## config.mk

```make
export PLATFORM = sky130hd
export DESIGN_NAME = auto_fan_zone_control
export DESIGN_NICKNAME = d
export VERILOG_FILES = /design/src/design/fan_zone_pkg.sv /design/src/design/fan_zone_if.sv /design/src/design/zone_smoother.sv /design/src/design/duty_ramp.sv /design/src/design/auto_fan_zone_control.sv
export SDC_FILE = /design/constraint.sdc
export NUM_CORES = 2
export LEC_CHECK = 0
export ABC_AREA = 1
export BUFFER_PORTS_ARGS = -buffer_cell sky130_fd_sc_hd__buf_2
export CORE_MARGIN = 3
export CORE_UTILIZATION = 60
export DETAILED_ROUTE_END_ITERATION = 16
export PLACE_DENSITY_LB_ADDON = 0.12
export SETUP_SLACK_MARGIN = 0.3
export SLEW_MARGIN = 25
export SYNTH_ARGS = -nofsm -noshare
export SYNTH_HDL_FRONTEND = slang
export SYNTH_SLANG_ARGS = --single-unit
```

## constraint.sdc

```tcl
create_clock -name clk -period 48.1 [get_ports clk]
set_input_delay 2.405 -clock clk [delete_from_list [all_inputs] [get_ports clk]]
set_output_delay 2.405 -clock clk [all_outputs]
set_load 0.01 [all_outputs]
```

## src/design/fan_zone_pkg.sv

```systemverilog
// Purpose: constants and helpers shared by the auto fan zone logic
// Assumes: 25 MHz system clock, 8-bit signed temperatures
// Notes: spans are held at six times their value to stay integral
package fan_zone_pkg;

    // ==========================================================
    // clock and timebase
    localparam int CLK_HZ = 25_000_000;
    localparam int MS_PER_S = 1000;
    localparam int MS_CYCLES_DEF = CLK_HZ / MS_PER_S;
    localparam int NUM_ZONES = 3;
    localparam int NUM_REGS = 11;

    // ==========================================================
    // register offsets
    localparam logic [7:0] OFFMIN_ZONE1_SMOOTHING = 8'h62;
    localparam logic [7:0] ZONE2_ZONE3_SMOOTHING = 8'h63;
    localparam logic [7:0] FAN1_MIN_DUTY = 8'h64;
    localparam logic [7:0] FAN2_MIN_DUTY = 8'h65;
    localparam logic [7:0] FAN3_MIN_DUTY = 8'h66;
    localparam logic [7:0] ZONE1_FAN_ON_LIMIT = 8'h67;
    localparam logic [7:0] ZONE2_FAN_ON_LIMIT = 8'h68;
    localparam logic [7:0] ZONE3_FAN_ON_LIMIT = 8'h69;
    localparam logic [7:0] ZONE1_EMERGENCY_LIMIT = 8'h6a;
    localparam logic [7:0] ZONE2_EMERGENCY_LIMIT = 8'h6b;
    localparam logic [7:0] ZONE3_EMERGENCY_LIMIT = 8'h6c;
    localparam logic [7:0] REG_BASE = OFFMIN_ZONE1_SMOOTHING;
    localparam logic [7:0] REG_LAST = ZONE3_EMERGENCY_LIMIT;

    // index of each group in the register array
    localparam logic [3:0] IDX_SMOOTH1 = 4'h0;
    localparam logic [3:0] IDX_SMOOTH23 = 4'h1;
    localparam logic [3:0] IDX_MIN_DUTY = 4'h2;
    localparam logic [3:0] IDX_FAN_LIMIT = 4'h5;
    localparam logic [3:0] IDX_EMERG = 4'h8;

    // ==========================================================
    // reset values
    localparam logic [7:0] RST_SMOOTH = 8'h00;
    localparam logic [7:0] RST_MIN_DUTY = 8'h80;
    localparam logic [7:0] RST_FAN_LIMIT = 8'h5a;
    localparam logic [7:0] RST_EMERG = 8'h64;
    localparam logic [3:0] RST_SPAN = 4'hc;
    localparam logic [NUM_REGS-1:0][7:0] REG_RESET = {{3{RST_EMERG}}, {3{RST_FAN_LIMIT}},
                                                      {3{RST_MIN_DUTY}}, {2{RST_SMOOTH}}};

    // ==========================================================
    // field layout
    localparam logic [7:0] SMOOTH1_RW_MASK = 8'hef;
    localparam int HOLD_LSB = 5;
    localparam int Z1_EN_BIT = 3;
    localparam int Z1_WIN_LSB = 0;
    localparam int Z2_EN_BIT = 7;
    localparam int Z2_WIN_LSB = 4;
    localparam int Z3_EN_BIT = 3;
    localparam int Z3_WIN_LSB = 0;
    localparam logic [7:0] EMERG_DISABLED = 8'h80;
    localparam logic [7:0] FULL_DUTY = 8'hff;
    localparam logic [7:0] ZERO_DUTY = 8'h00;

    // span in degrees times six: 2, 2.5, 3.33 ... 53.33, 80
    localparam logic [10:0] SPAN_SCALE = 11'h006;
    localparam logic [8:0] SPAN_X6 [16] = '{9'h00c, 9'h00f, 9'h014, 9'h018, 9'h01e, 9'h028,
                                          9'h030, 9'h03c, 9'h050, 9'h060, 9'h078, 9'h0a0,
                                          9'h0c0, 9'h0f0, 9'h140, 9'h1e0};

    // smoothing windows in ms, the average moves every window/16
    localparam int WIN_MS [8] = '{35000, 17600, 11800, 7000, 4400, 3000, 1600, 800};
    localparam int EMA_SHIFT = 4;
    localparam int EMA_TAPS = 1 << EMA_SHIFT;

    function automatic logic [11:0] win_step_ms(input logic [2:0] sel);
        return 12'(WIN_MS[sel] / EMA_TAPS);
    endfunction

    function automatic logic signed [8:0] temp_gap(input logic [7:0] t, input logic [7:0] l);
        return $signed({t[7], t}) - $signed({l[7], l});
    endfunction

    function automatic logic sgt(input logic [7:0] a, input logic [7:0] b);
        return $signed(a) > $signed(b);
    endfunction

endpackage

```

## src/design/fan_zone_if.sv

```systemverilog
// Purpose: per-zone link between control, smoother and duty ramp
// Assumes: one instance per zone, zone n drives fan n
// Notes: none
`timescale 1ns/1ps
interface fan_zone_if;
    logic [7:0] raw_temp;
    logic smooth_en;
    logic [2:0] smooth_window_sel;
    logic [7:0] temp;
    logic [7:0] fan_limit;
    logic [7:0] min_duty;
    logic below_limit_hold;
    logic [3:0] ramp_span_sel;
    logic [7:0] duty;

    modport ctrl (output raw_temp, smooth_en, smooth_window_sel, fan_limit, min_duty,
                  below_limit_hold, ramp_span_sel, input temp, duty);
    modport smooth (input raw_temp, smooth_en, smooth_window_sel, output temp);
    modport ramp (input temp, fan_limit, min_duty, below_limit_hold, ramp_span_sel, output duty);
endinterface

```

## src/design/zone_smoother.sv

```systemverilog
// Purpose: spike smoothing of one zone temperature for fan control
// Assumes: ms_tick is a one-cycle pulse once per millisecond
// Notes: output is registered, bypass follows raw one cycle later
`timescale 1ns/1ps
module zone_smoother import fan_zone_pkg::*; (
    // clock and reset
    input wire logic clk,
    input wire logic rst_n,
    input wire logic ce,
    // timebase
    input wire logic ms_tick,
    // zone link
    fan_zone_if.smooth zi
);

    typedef struct packed {
        logic [15:0] acc;
        logic [11:0] cnt;
        logic [7:0] temp;
    } smooth_s;

    smooth_s q;
    smooth_s d;

    // ==========================================================
    // exponential average, 16 steps per window
    always_comb begin
        logic signed [16:0] diff;
        logic signed [16:0] step;
        diff = $signed({zi.raw_temp[7], zi.raw_temp, 8'h00}) - $signed({q.acc[15], q.acc});
        step = diff >>> EMA_SHIFT;
        // a minimum step so the average converges exactly
        if (step == 17'sd0 && diff != 17'sd0) begin
            step = diff[16] ? -17'sd1 : 17'sd1;
        end
        d = q;
        if (ce) begin
            if (!zi.smooth_en) begin
                d.acc = {zi.raw_temp, 8'h00};
                d.cnt = 12'h000;
            end else if (ms_tick) begin
                if (q.cnt >= win_step_ms(zi.smooth_window_sel) - 12'h001) begin
                    d.cnt = 12'h000;
                    d.acc = q.acc + 16'(step);
                end else begin
                    d.cnt = q.cnt + 12'h001;
                end
            end
            d.temp = d.acc[15:8];
        end
    end

    always_ff @(posedge clk or negedge rst_n) begin
        if (!rst_n) begin
            q <= '0;
        end else begin
            q <= d;
        end
    end

    // raw reading is only read here, never replaced
    assign zi.temp = q.temp;
endmodule

```

## src/design/duty_ramp.sv

```systemverilog
// Purpose: linear duty ramp from minimum duty to full over the span
// Assumes: temperatures and limits are signed degrees
// Notes: purely combinational, registered by the caller
`timescale 1ns/1ps
module duty_ramp import fan_zone_pkg::*; (
    // zone link
    fan_zone_if.ramp zi
);

    logic [7:0] duty_c;

    always_comb begin
        logic signed [8:0] gap;
        logic [10:0] scaled;
        logic [10:0] span;
        logic [18:0] prod;
        gap = temp_gap(zi.temp, zi.fan_limit);
        scaled = {3'b000, gap[7:0]} * SPAN_SCALE;
        span = {2'b00, SPAN_X6[zi.ramp_span_sel]};
        prod = 19'h00000;
        if (gap < 9'sd0) begin
            // below the limit: off or held at minimum
            duty_c = zi.below_limit_hold ? zi.min_duty : ZERO_DUTY;
        end else if (scaled >= span) begin
            duty_c = FULL_DUTY;
        end else begin
            // divider is small; the span is one of sixteen constants
            prod = {3'b000, FULL_DUTY - zi.min_duty} * {8'h00, scaled};
            duty_c = zi.min_duty + 8'(prod / {8'h00, span});
        end
    end

    assign zi.duty = duty_c;

endmodule

```

## src/design/auto_fan_zone_control.sv

```systemverilog
// Purpose: register file and automatic duty control for three fan zones
// Assumes: serial front end delivers byte writes and reads on clk
// Assumes: temperatures, lock, start and mode come from clk-domain logic
// Notes: fan n is driven by zone n
//
// Functional notes
// - ramp span code 0..15 selects 2 to 80 degrees above the limit
// - with the lock bit set, writes to these registers are dropped
// - while start is clear, control uses reset values, storage stays writable
// - below the limit, hold bit picks zero duty or minimum duty
// - smoothing feeds fan control only, raw readings stay unsmoothed
// - per-zone smoothing enable and 3-bit window in registers 62h/63h
// - window codes map to 35 down to 0.8 seconds
// - minimum duty register gives duty as value over 255
// - at the limit the fan runs at minimum, above it ramps up
// - limits are signed two's complement degrees
// - variant one: any zone over its emergency limit forces all fans full
// - emergency limit of 80h disables the override for that zone
// - variant two: only the fan of the hot zone goes full
// - duty rises linearly to full at limit plus span, full beyond
// - zone 1 remote one, zone 2 internal, zone 3 remote two
`timescale 1ns/1ps
module auto_fan_zone_control import fan_zone_pkg::*; #(
    parameter int MS_CYCLES = MS_CYCLES_DEF,
    parameter bit ALL_FANS_ON_ABS = 1'b1
) (
    // clock and reset
    input wire logic clk,
    input wire logic rst_n,
    input wire logic ce,
    // register access
    input wire logic [7:0] reg_addr,
    input wire logic reg_wr,
    input wire logic [7:0] reg_wdata,
    input wire logic reg_rd,
    output logic [7:0] reg_rdata,
    // global control
    input wire logic cfg_lock,
    input wire logic cfg_start,
    input wire logic auto_mode,
    input wire logic [2:0][3:0] ramp_span_sel,
    // temperatures
    input wire logic [7:0] temp_remote1,
    input wire logic [7:0] temp_internal,
    input wire logic [7:0] temp_remote2,
    // fan drive
    output logic [2:0][7:0] pwm_duty,
    output logic [2:0] fan_forced
);

    typedef struct packed {
        logic [NUM_REGS-1:0][7:0] regs;
        logic [15:0] ms_cnt;
        logic ms_tick;
        logic [7:0] rdata;
        logic [2:0][7:0] duty;
        logic [2:0] forced;
    } ctrl_s;

    ctrl_s q;
    ctrl_s d;

    // ==========================================================
    // effective configuration
    logic [NUM_REGS-1:0][7:0] eff;
    logic [2:0][7:0] raw;
    logic [2:0][7:0] smooth_t;
    logic [2:0][7:0] ramp_duty;
    logic [2:0] over;
    logic [2:0] force_full;
    logic [2:0] hold;
    logic [2:0] sm_en;
    logic [2:0][2:0] win;
    logic [2:0][3:0] span_e;
    logic mapped;
    logic [3:0] idx;
    logic [7:0] wmask;

    // stored values are kept, but control sees defaults until start
    assign eff = cfg_start ? q.regs : REG_RESET;
    assign span_e = cfg_start ? ramp_span_sel : {3{RST_SPAN}};

    assign raw[0] = temp_remote1;
    assign raw[1] = temp_internal;
    assign raw[2] = temp_remote2;

    assign sm_en[0] = eff[IDX_SMOOTH1][Z1_EN_BIT];
    assign sm_en[1] = eff[IDX_SMOOTH23][Z2_EN_BIT];
    assign sm_en[2] = eff[IDX_SMOOTH23][Z3_EN_BIT];
    assign win[0] = eff[IDX_SMOOTH1][Z1_WIN_LSB +: 3];
    assign win[1] = eff[IDX_SMOOTH23][Z2_WIN_LSB +: 3];
    assign win[2] = eff[IDX_SMOOTH23][Z3_WIN_LSB +: 3];
    assign hold = eff[IDX_SMOOTH1][HOLD_LSB +: 3];

    // ==========================================================
    // per-zone smoothing and ramp
    fan_zone_if zi [NUM_ZONES] ();

    for (genvar g = 0; g < NUM_ZONES; g++) begin : g_zone
        assign zi[g].raw_temp = raw[g];
        assign zi[g].smooth_en = sm_en[g];
        assign zi[g].smooth_window_sel = win[g];
        assign zi[g].fan_limit = eff[IDX_FAN_LIMIT + 4'(g)];
        assign zi[g].min_duty = eff[IDX_MIN_DUTY + 4'(g)];
        assign zi[g].below_limit_hold = hold[g];
        assign zi[g].ramp_span_sel = span_e[g];
        assign smooth_t[g] = zi[g].temp;
        assign ramp_duty[g] = zi[g].duty;

        zone_smoother u_smooth (
            .clk(clk),
            .rst_n(rst_n),
            .ce(ce),
            .ms_tick(q.ms_tick),
            .zi(zi[g])
        );

        duty_ramp u_ramp (
            .zi(zi[g])
        );

        // 80h is the most negative value, so compare alone can't disable it
        assign over[g] = (eff[IDX_EMERG + 4'(g)] != EMERG_DISABLED) &&
                         sgt(smooth_t[g], eff[IDX_EMERG + 4'(g)]);
        // variant picks all fans or only the fan of the hot zone
        assign force_full[g] = auto_mode && (ALL_FANS_ON_ABS ? |over : over[g]);
    end

    // ==========================================================
    // register decode
    assign mapped = (reg_addr >= REG_BASE) && (reg_addr <= REG_LAST);
    assign idx = 4'(reg_addr - REG_BASE);
    assign wmask = (idx == IDX_SMOOTH1) ? SMOOTH1_RW_MASK : 8'hff;

    // ==========================================================
    // next state
    always_comb begin
        d = q;
        if (ce) begin
            d.ms_tick = 1'b0;
            if (q.ms_cnt == 16'(MS_CYCLES - 1)) begin
                d.ms_cnt = 16'h0000;
                d.ms_tick = 1'b1;
            end else begin
                d.ms_cnt = q.ms_cnt + 16'h0001;
            end
            if (reg_wr && mapped && !cfg_lock) begin
                d.regs[idx] = reg_wdata & wmask;
            end
            if (reg_rd) begin
                d.rdata = mapped ? q.regs[idx] : 8'h00;
            end
            for (int f = 0; f < NUM_ZONES; f++) begin
                d.duty[f] = force_full[f] ? FULL_DUTY : ramp_duty[f];
            end
            d.forced = force_full;
        end
    end

    always_ff @(posedge clk or negedge rst_n) begin
        if (!rst_n) begin
            q <= '{regs: REG_RESET, default: '0};
        end else begin
            q <= d;
        end
    end

    assign reg_rdata = q.rdata;
    assign pwm_duty = q.duty;
    assign fan_forced = q.forced;

    logic signed [8:0] gap0;
    assign gap0 = temp_gap(smooth_t[0], eff[IDX_FAN_LIMIT]);
endmodule

```

After elaboration in Yosys (flattened, before gate mapping)
Memory sizes are Yosys's and may differ from the RTL's.
Cells that the tools add are included.

operators by class
  reductions and logical operators = 31
  mux-type cells = 53
  divide/modulo/power cells = 3
  multiply operators = 6
  equal/unequal tests = 10
  add/subtract/negate cells = 26
  bitwise logic cells = 10
  $lt $le $gt $ge = 22

operators by type and width
  kind                   count
  $mux 32                6
  $mux 28                6
  $mux 16                10
  $mux 8                 15
  $bwmux 88              1
  $mux 88                1
  $div 19x9->19          3
  $mul 8x10->18          3
  $mux 9                 6
  $logic_not 17->1       3
  $reduce_bool 17->1     3
  $sub 16x16->17         3
  $add 16x16->16         3
  $mux 12                4
  $add 12x1->12          3
  $add 12x1->12 const B  3
  $ge 12x12->1           3
  $sub 12x1->12 const B  3
  $ge 11x9->1            3
  $bmux 8 s4             1
  $demux 8 s4            1
  $mul 8x2->10 const B   3
  $lt 9x1->1 const B     3
  $sub 8x8->9            3
  other kinds (28)       68

storage, ports and cells
  bits of input ports = 60
  memories kept = 6
  output and inout port bits = 35
  logic and storage cells = 194
  ROM bits = 1,200
  register bits after elaboration = 222

memories
  name              depth  width  rd ports  clocked after Yosys merged registers in  write ports  RTL line            source
  (name not given)  8      32     1         0                                        0            fan_zone_pkg.sv:73  return 12'(WIN_MS[sel] / EMA_TAPS);
  (name not given)  8      32     1         0                                        0            fan_zone_pkg.sv:73
  (name not given)  8      32     1         0                                        0            fan_zone_pkg.sv:73
  (name not given)  16     9      1         0                                        0            duty_ramp.sv:19     span = {2'b00, SPAN_X6[zi.ramp_span_sel]};
  (name not given)  16     9      1         0                                        0            duty_ramp.sv:19
  (name not given)  16     9      1         0                                        0            duty_ramp.sv:19

Depth between registers and ports, before layout
  word-level depth = 13
  gate-level depth with buffers = 326
  gate-level depth less buffers = 306

Modules after synthesis
From an unflattened synthesis, not the netlist that was laid out.

unflattened totals
  cells, all modules = 8,210
  area, all modules = 53,379.9 um2

by module, submodules not included
  module                                   area an instance (um2)  cells an instance  instances
  duty_ramp at g_zone[2].u_ramp            11,857.6                1,854              1
  duty_ramp at g_zone[0].u_ramp            11,632.4                1,859              1
  duty_ramp at g_zone[1].u_ramp            11,562.3                1,812              1
  auto_fan_zone_control                    7,772.5                 1,021              1
  zone_smoother at g_zone[1].u_smooth ...  3,524.6                 553                2
  zone_smoother at g_zone[0].u_smooth      3,505.9                 558                1

Worst setup path before layout
Ideal clock, no wire load.

  kind = input -> register
  start = input port cfg_start
  end = register q, in the netlist pwm_duty[6]
  setup time = 82 ps
  stages on the path = 315
  slack = 2,380 ps
  buffers on the path = 20
  required time = 48,018 ps
  data arrival time = 45,638 ps
  path through = buf_6 > buf_12 > clkbuf_8 > clkbuf_1 > clkbuf_1 > buf_1 > clkbuf_1 > nand2_1 > inv_1 > ha_1 > inv_1 > fa_1 > xor2_1 > ha_1 > a21oi_1 > inv_1 > a31oi_1 > nor2_1 > [... 279 more ...] > o221ai_1 > nand3_1 > nand3_1 > nor3_1 > nand2_1 > nor2_1 > nand3_1 > ha_1 > fa_1 > nand2_1 > inv_1 > o21a_1 > nor2_1 > o21ai_0 > a21oi_1 > xor2_1 > o21ai_0 > a31oi_1

between the ends
  cells in the longest elaborated chain, start to end = 10

ends and longest elaborated chain
  item                                                                   RTL line                      source
  start: declaration                                                     auto_fan_zone_control.sv:39   input wire logic cfg_start,
  parallel branches: the longest is 9 deep, another holds $div 19x9->19  n/a
  $mux 8 *                                                               auto_fan_zone_control.sv:154  d.duty[f] = force_full[f] ? FULL_DUTY : ramp_duty[f];
  end signal: assignment                                                 auto_fan_zone_control.sv:162  q <= '{regs: REG_RESET, default: '0};
  end signal: assignment                                                 auto_fan_zone_control.sv:164  q <= d;
  end: declaration                                                       auto_fan_zone_control.sv:60   ctrl_s q;

Mark *: on every way between the ends. The select of a mux whose other input is x is not followed.
A chain may end at the register's enable or synchronous reset.

Worst setup path after layout
Same ends and word-level chain as after synthesis.

==> Implementation_results.wiki <==
{| class="wikitable"
! Metric !! Value
|-
| Proportion of layout cells with a drive suffix above 1 || 12.2%
|-
| Largest family of logic cells by synthesized area || simple AND/OR/NAND/NOR gates
|-
| Mux contribution to synthesized area || 0%
|-
| Die W || 293 um
|-
| Average wire per standard cell || 15.3 um
|-
| Yosys Warn Count || 0
|-
| Final Skew || 16.5 ps
|-
| Capturing element type of the critical path || flip-flop
|-
| Nets@finish || 8390
|-
| Die area || 0.0856 mm^2
|-
| Share of the clock period used by the worst path || 92.3%
|-
| Top cell by count, worst path || sky130_fd_sc_hd__nand2_1
|-
| Detailed Route Iter0 Violations || 2703
|-
| Area Growth Syn to Fin || 8.24%
|-
| Post-synthesis compound-gate area fraction || 15.6%
|-
| Global-route usage over all layers || 29.2%
|-
| Buffers on Ports || 94
|-
| Xor and xnor area share after synthesis || 8.18%
|-
| Pin count of the biggest net entering global routing || 87
|-
| Adder-cell area share of the yosys netlist || 26.3%
|-
| Number of rows created at floorplan || 104
|-
| Simple-gate portion of the synthesized area || 27.5%
|-
| Critical Path Max Stage Delay || 560 ps
|-
| Category of the most critical setup path || in2reg
|-
| Slew @ Worst Pin || 969 ps
|-
| Async SR Flop Fraction || 100%
|-
| Placer's final routability congestion estimate || 0.956
|-
| Met1 layer usage reported by global route || 39.2%
|-
| Yosys cell types || 86
|-
| Number of top-level pins || 95
|-
| Initial cell density of the core || 60.8%
|-
| Root buf cell || sky130_fd_sc_hd__clkbuf_16
|-
| Vias after detailed routing || 47100
|-
| Wire length of the first global-routing pass || 213000 um
|-
| GR met2 Demand/Resource || 50.1%
|-
| DIE HEIGHT || 293 um
|-
| Min-Delay Path Class || reg2reg
|-
| Synth Net Count || 8225
|-
| Aggregate global routing overflow || 0
|-
| Area of the mapped netlist || 0.0492 mm^2
|-
| Busiest grt layer || met2
|-
| Most common cell after layout, fill and taps aside || sky130_fd_sc_hd__nand2_1
|-
| Endpoint arrival time on the critical path || 44850 ps
|-
| Met3 demand-to-capacity share in global routing || 3.76%
|-
| Maximum clock frequency || 22.5 MHz
|-
| Number of buffers on the longest clock path || 3
|-
| Setup-failing EPs final || 0
|-
| Min Tclk post-route || 44400 ps
|-
| Worst-Skew Late Latency || 550 ps
|-
| Sinks on Clock Net || 222
|-
| Largest fanout on the critical path || 17
|-
| Length of the first detailed-routing pass in iterations || 8
|-
| Initial antenna violation count || 3
|-
| Fin Setup TNS || 0 ps
|-
| Gate Count Post-Synth || 7223
|-
| Cell depth of the worst hold path || 2
|-
| Core Area || 0.0809 mm^2
|-
| Tightest slew margin relative to the limit || 34.8%
|-
| Standard cell with the maximum stage delay on the critical path || sky130_fd_sc_hd__fa_1
|-
| Number of hold violations in the final report || 0
|-
| Drt drc || 0
|-
| DP HPWL || 102000 um
|-
| CP Launch Type || input port
|-
| Antenna Nets Post-Route || 0
|-
| Fraction of the core area covered by cells at the end of the flow || 65.9%
|-
| Data required, critical path || 48560 ps
|-
| Via count of the first global-routing pass || 44500
|-
| Via-to-Cell Ratio || 5.56
|-
| Most frequent cells in the layout || 1449 x sky130_fd_sc_hd__nand2_1, 1099 x sky130_fd_sc_hd__inv_1, 784 x sky130_fd_sc_hd__ha_1
|-
| Top_reg_cell synth || sky130_fd_sc_hd__dfrtp_1
|-
| Run status || complete, no violations
|-
| Register bit total from synthesis || 222
|-
| Mean instance size in the synthesized netlist || 6.82 um^2
|-
| CTS tree || yes
|-
| Number of synthesized flops with an enable pin || 0
|-
| Maximum level of the CTS H-tree || 1
|-
| Fraction of the yosys area taken by sequential cells || 11.3%
|-
| Count of maximum capacitance violations || 0
|-
| Clock transition at path regs || 60 ps
|-
| Routed wire length || 130000 um
|-
| Number of buffers added by the clock tree synthesis step || 25
|-
| Number of slew-limit violations in the final report || 0
|-
| Number of cell instances on the worst register-to-register path || 291
|}
## flip-flops by register name, summed over array words and instances, names as in the netlist
signal,flops
reg_rdata,8
g_zone.u_smooth.q,76
pwm_duty,24
g_zone.u_smooth.zi.temp,8
fan_forced,1
q,105
## Yosys cell counts, types with 22 or more instances
cell type	number	area [um^2]
sky130_fd_sc_hd__nand2_2	78	488
sky130_fd_sc_hd__nor2_2	23	144
sky130_fd_sc_hd__a31oi_1	40	250
sky130_fd_sc_hd__a21o_1	97	728
sky130_fd_sc_hd__o211ai_1	25	188
sky130_fd_sc_hd__xor2_1	287	2510
sky130_fd_sc_hd__or2_2	41	257
sky130_fd_sc_hd__fa_1	156	3120
sky130_fd_sc_hd__xnor2_1	173	1520
sky130_fd_sc_hd__inv_1	1118	4200
sky130_fd_sc_hd__buf_4	40	300
sky130_fd_sc_hd__ha_1	786	9830
sky130_fd_sc_hd__nor3_1	57	285
sky130_fd_sc_hd__dfstp_2	24	631
sky130_fd_sc_hd__nor2_4	33	372
sky130_fd_sc_hd__nand3b_1	22	165
sky130_fd_sc_hd__o21bai_1	77	578
sky130_fd_sc_hd__inv_2	37	139
sky130_fd_sc_hd__nand3_1	324	1620
sky130_fd_sc_hd__nand2_1	1455	5460
sky130_fd_sc_hd__nand4_1	59	369
sky130_fd_sc_hd__o31ai_1	29	218
sky130_fd_sc_hd__clkbuf_1	83	312
sky130_fd_sc_hd__nor2_1	674	2530
sky130_fd_sc_hd__o21ai_0	536	2680
sky130_fd_sc_hd__o22ai_1	38	238
sky130_fd_sc_hd__nand3_2	62	621
sky130_fd_sc_hd__a21oi_1	334	1670
sky130_fd_sc_hd__nand2_4	31	349
sky130_fd_sc_hd__dfrtp_1	198	4950
sky130_fd_sc_hd__nor4_1	23	144
## per-stage QoR
step	std cells	setup slack, ps	instance area [um^2]	hold slack [ps]
floorplan	7223	2380	49200	442
global placement	8261	-507	50400	462
detailed placement	8261	-1680	50400	463
CTS	8309	254	51400	479
global route	8467	-66.5	53300	499
finish	8468	3700	53300	482
## timing repair
action                                  in CTS  in global routing
pin swaps                                    0                 76
gates resized for setup                     29                214
endpoints found under the setup margin      16                 24
hold buffers                                 0                  0
cloned                                       0                 10
setup buffers                                3                147
## path summary, 6_finish.rpt
| kind | from | endpoint | slack [ps] |
|---|---|---|---|
| min in group asynchronous | rst_n | g_zone[0].u_smooth.q[24] | 1870 |
| setup / recovery | cfg_start | pwm_duty[6] | 3700 |
| setup reg to reg | g_zone[0].u_smooth.q[28] | pwm_duty[6] | 5340 |
| hold / removal | reg_rdata[0] | reg_rdata[0] | 480 |
| hold reg to reg | reg_rdata[0] | reg_rdata[0] | 480 |
| max in group asynchronous | rst_n | q[48] | 44840 |
## layout make-up
class	count	area [um^2]
timing repair inverter	2	10.0
inverter	1181	4560
antenna	2	5.00
multi-input combinational	5668	38900
timing repair buffer	288	2040
clock buffer	29	681
fill	7365	27600
clock inverter	16	174
tap	1060	1330
sequential	222	5590
## cell families (layout without fill, tap and decap cells)
| kind of cell | count (synthesis) | in the layout |
|---|---|---|
| simple gates | 2945 | 2950 |
| xor+xnor | 460 | 460 |
| buf+inv | 1338 | 1516 |
| flops | 222 | 222 |
| other cells | 0 | 2 |
| fa+ha+maj | 942 | 942 |
| compound gates | 1316 | 1316 |
## critical path: cells and delay by family
family,cells,cell delay [ps]
AO/OA/AOI/OAI,105,16670
AND/OR/NAND/NOR,104,10770
adder cells (fa/ha/maj),29,9710
buffers and inverters,53,4600
XOR/XNOR,3,610
## per-layer routing
metal  up-vias  routed length, um
met2      1204              59900
li1      23900                  -
met5         -                 26
met3       220               8050
met1     21700              58500
met4         4               3480
Power is not shown: default switching activity piles up to over one toggle a cycle in this logic, so the estimate is an artifact.
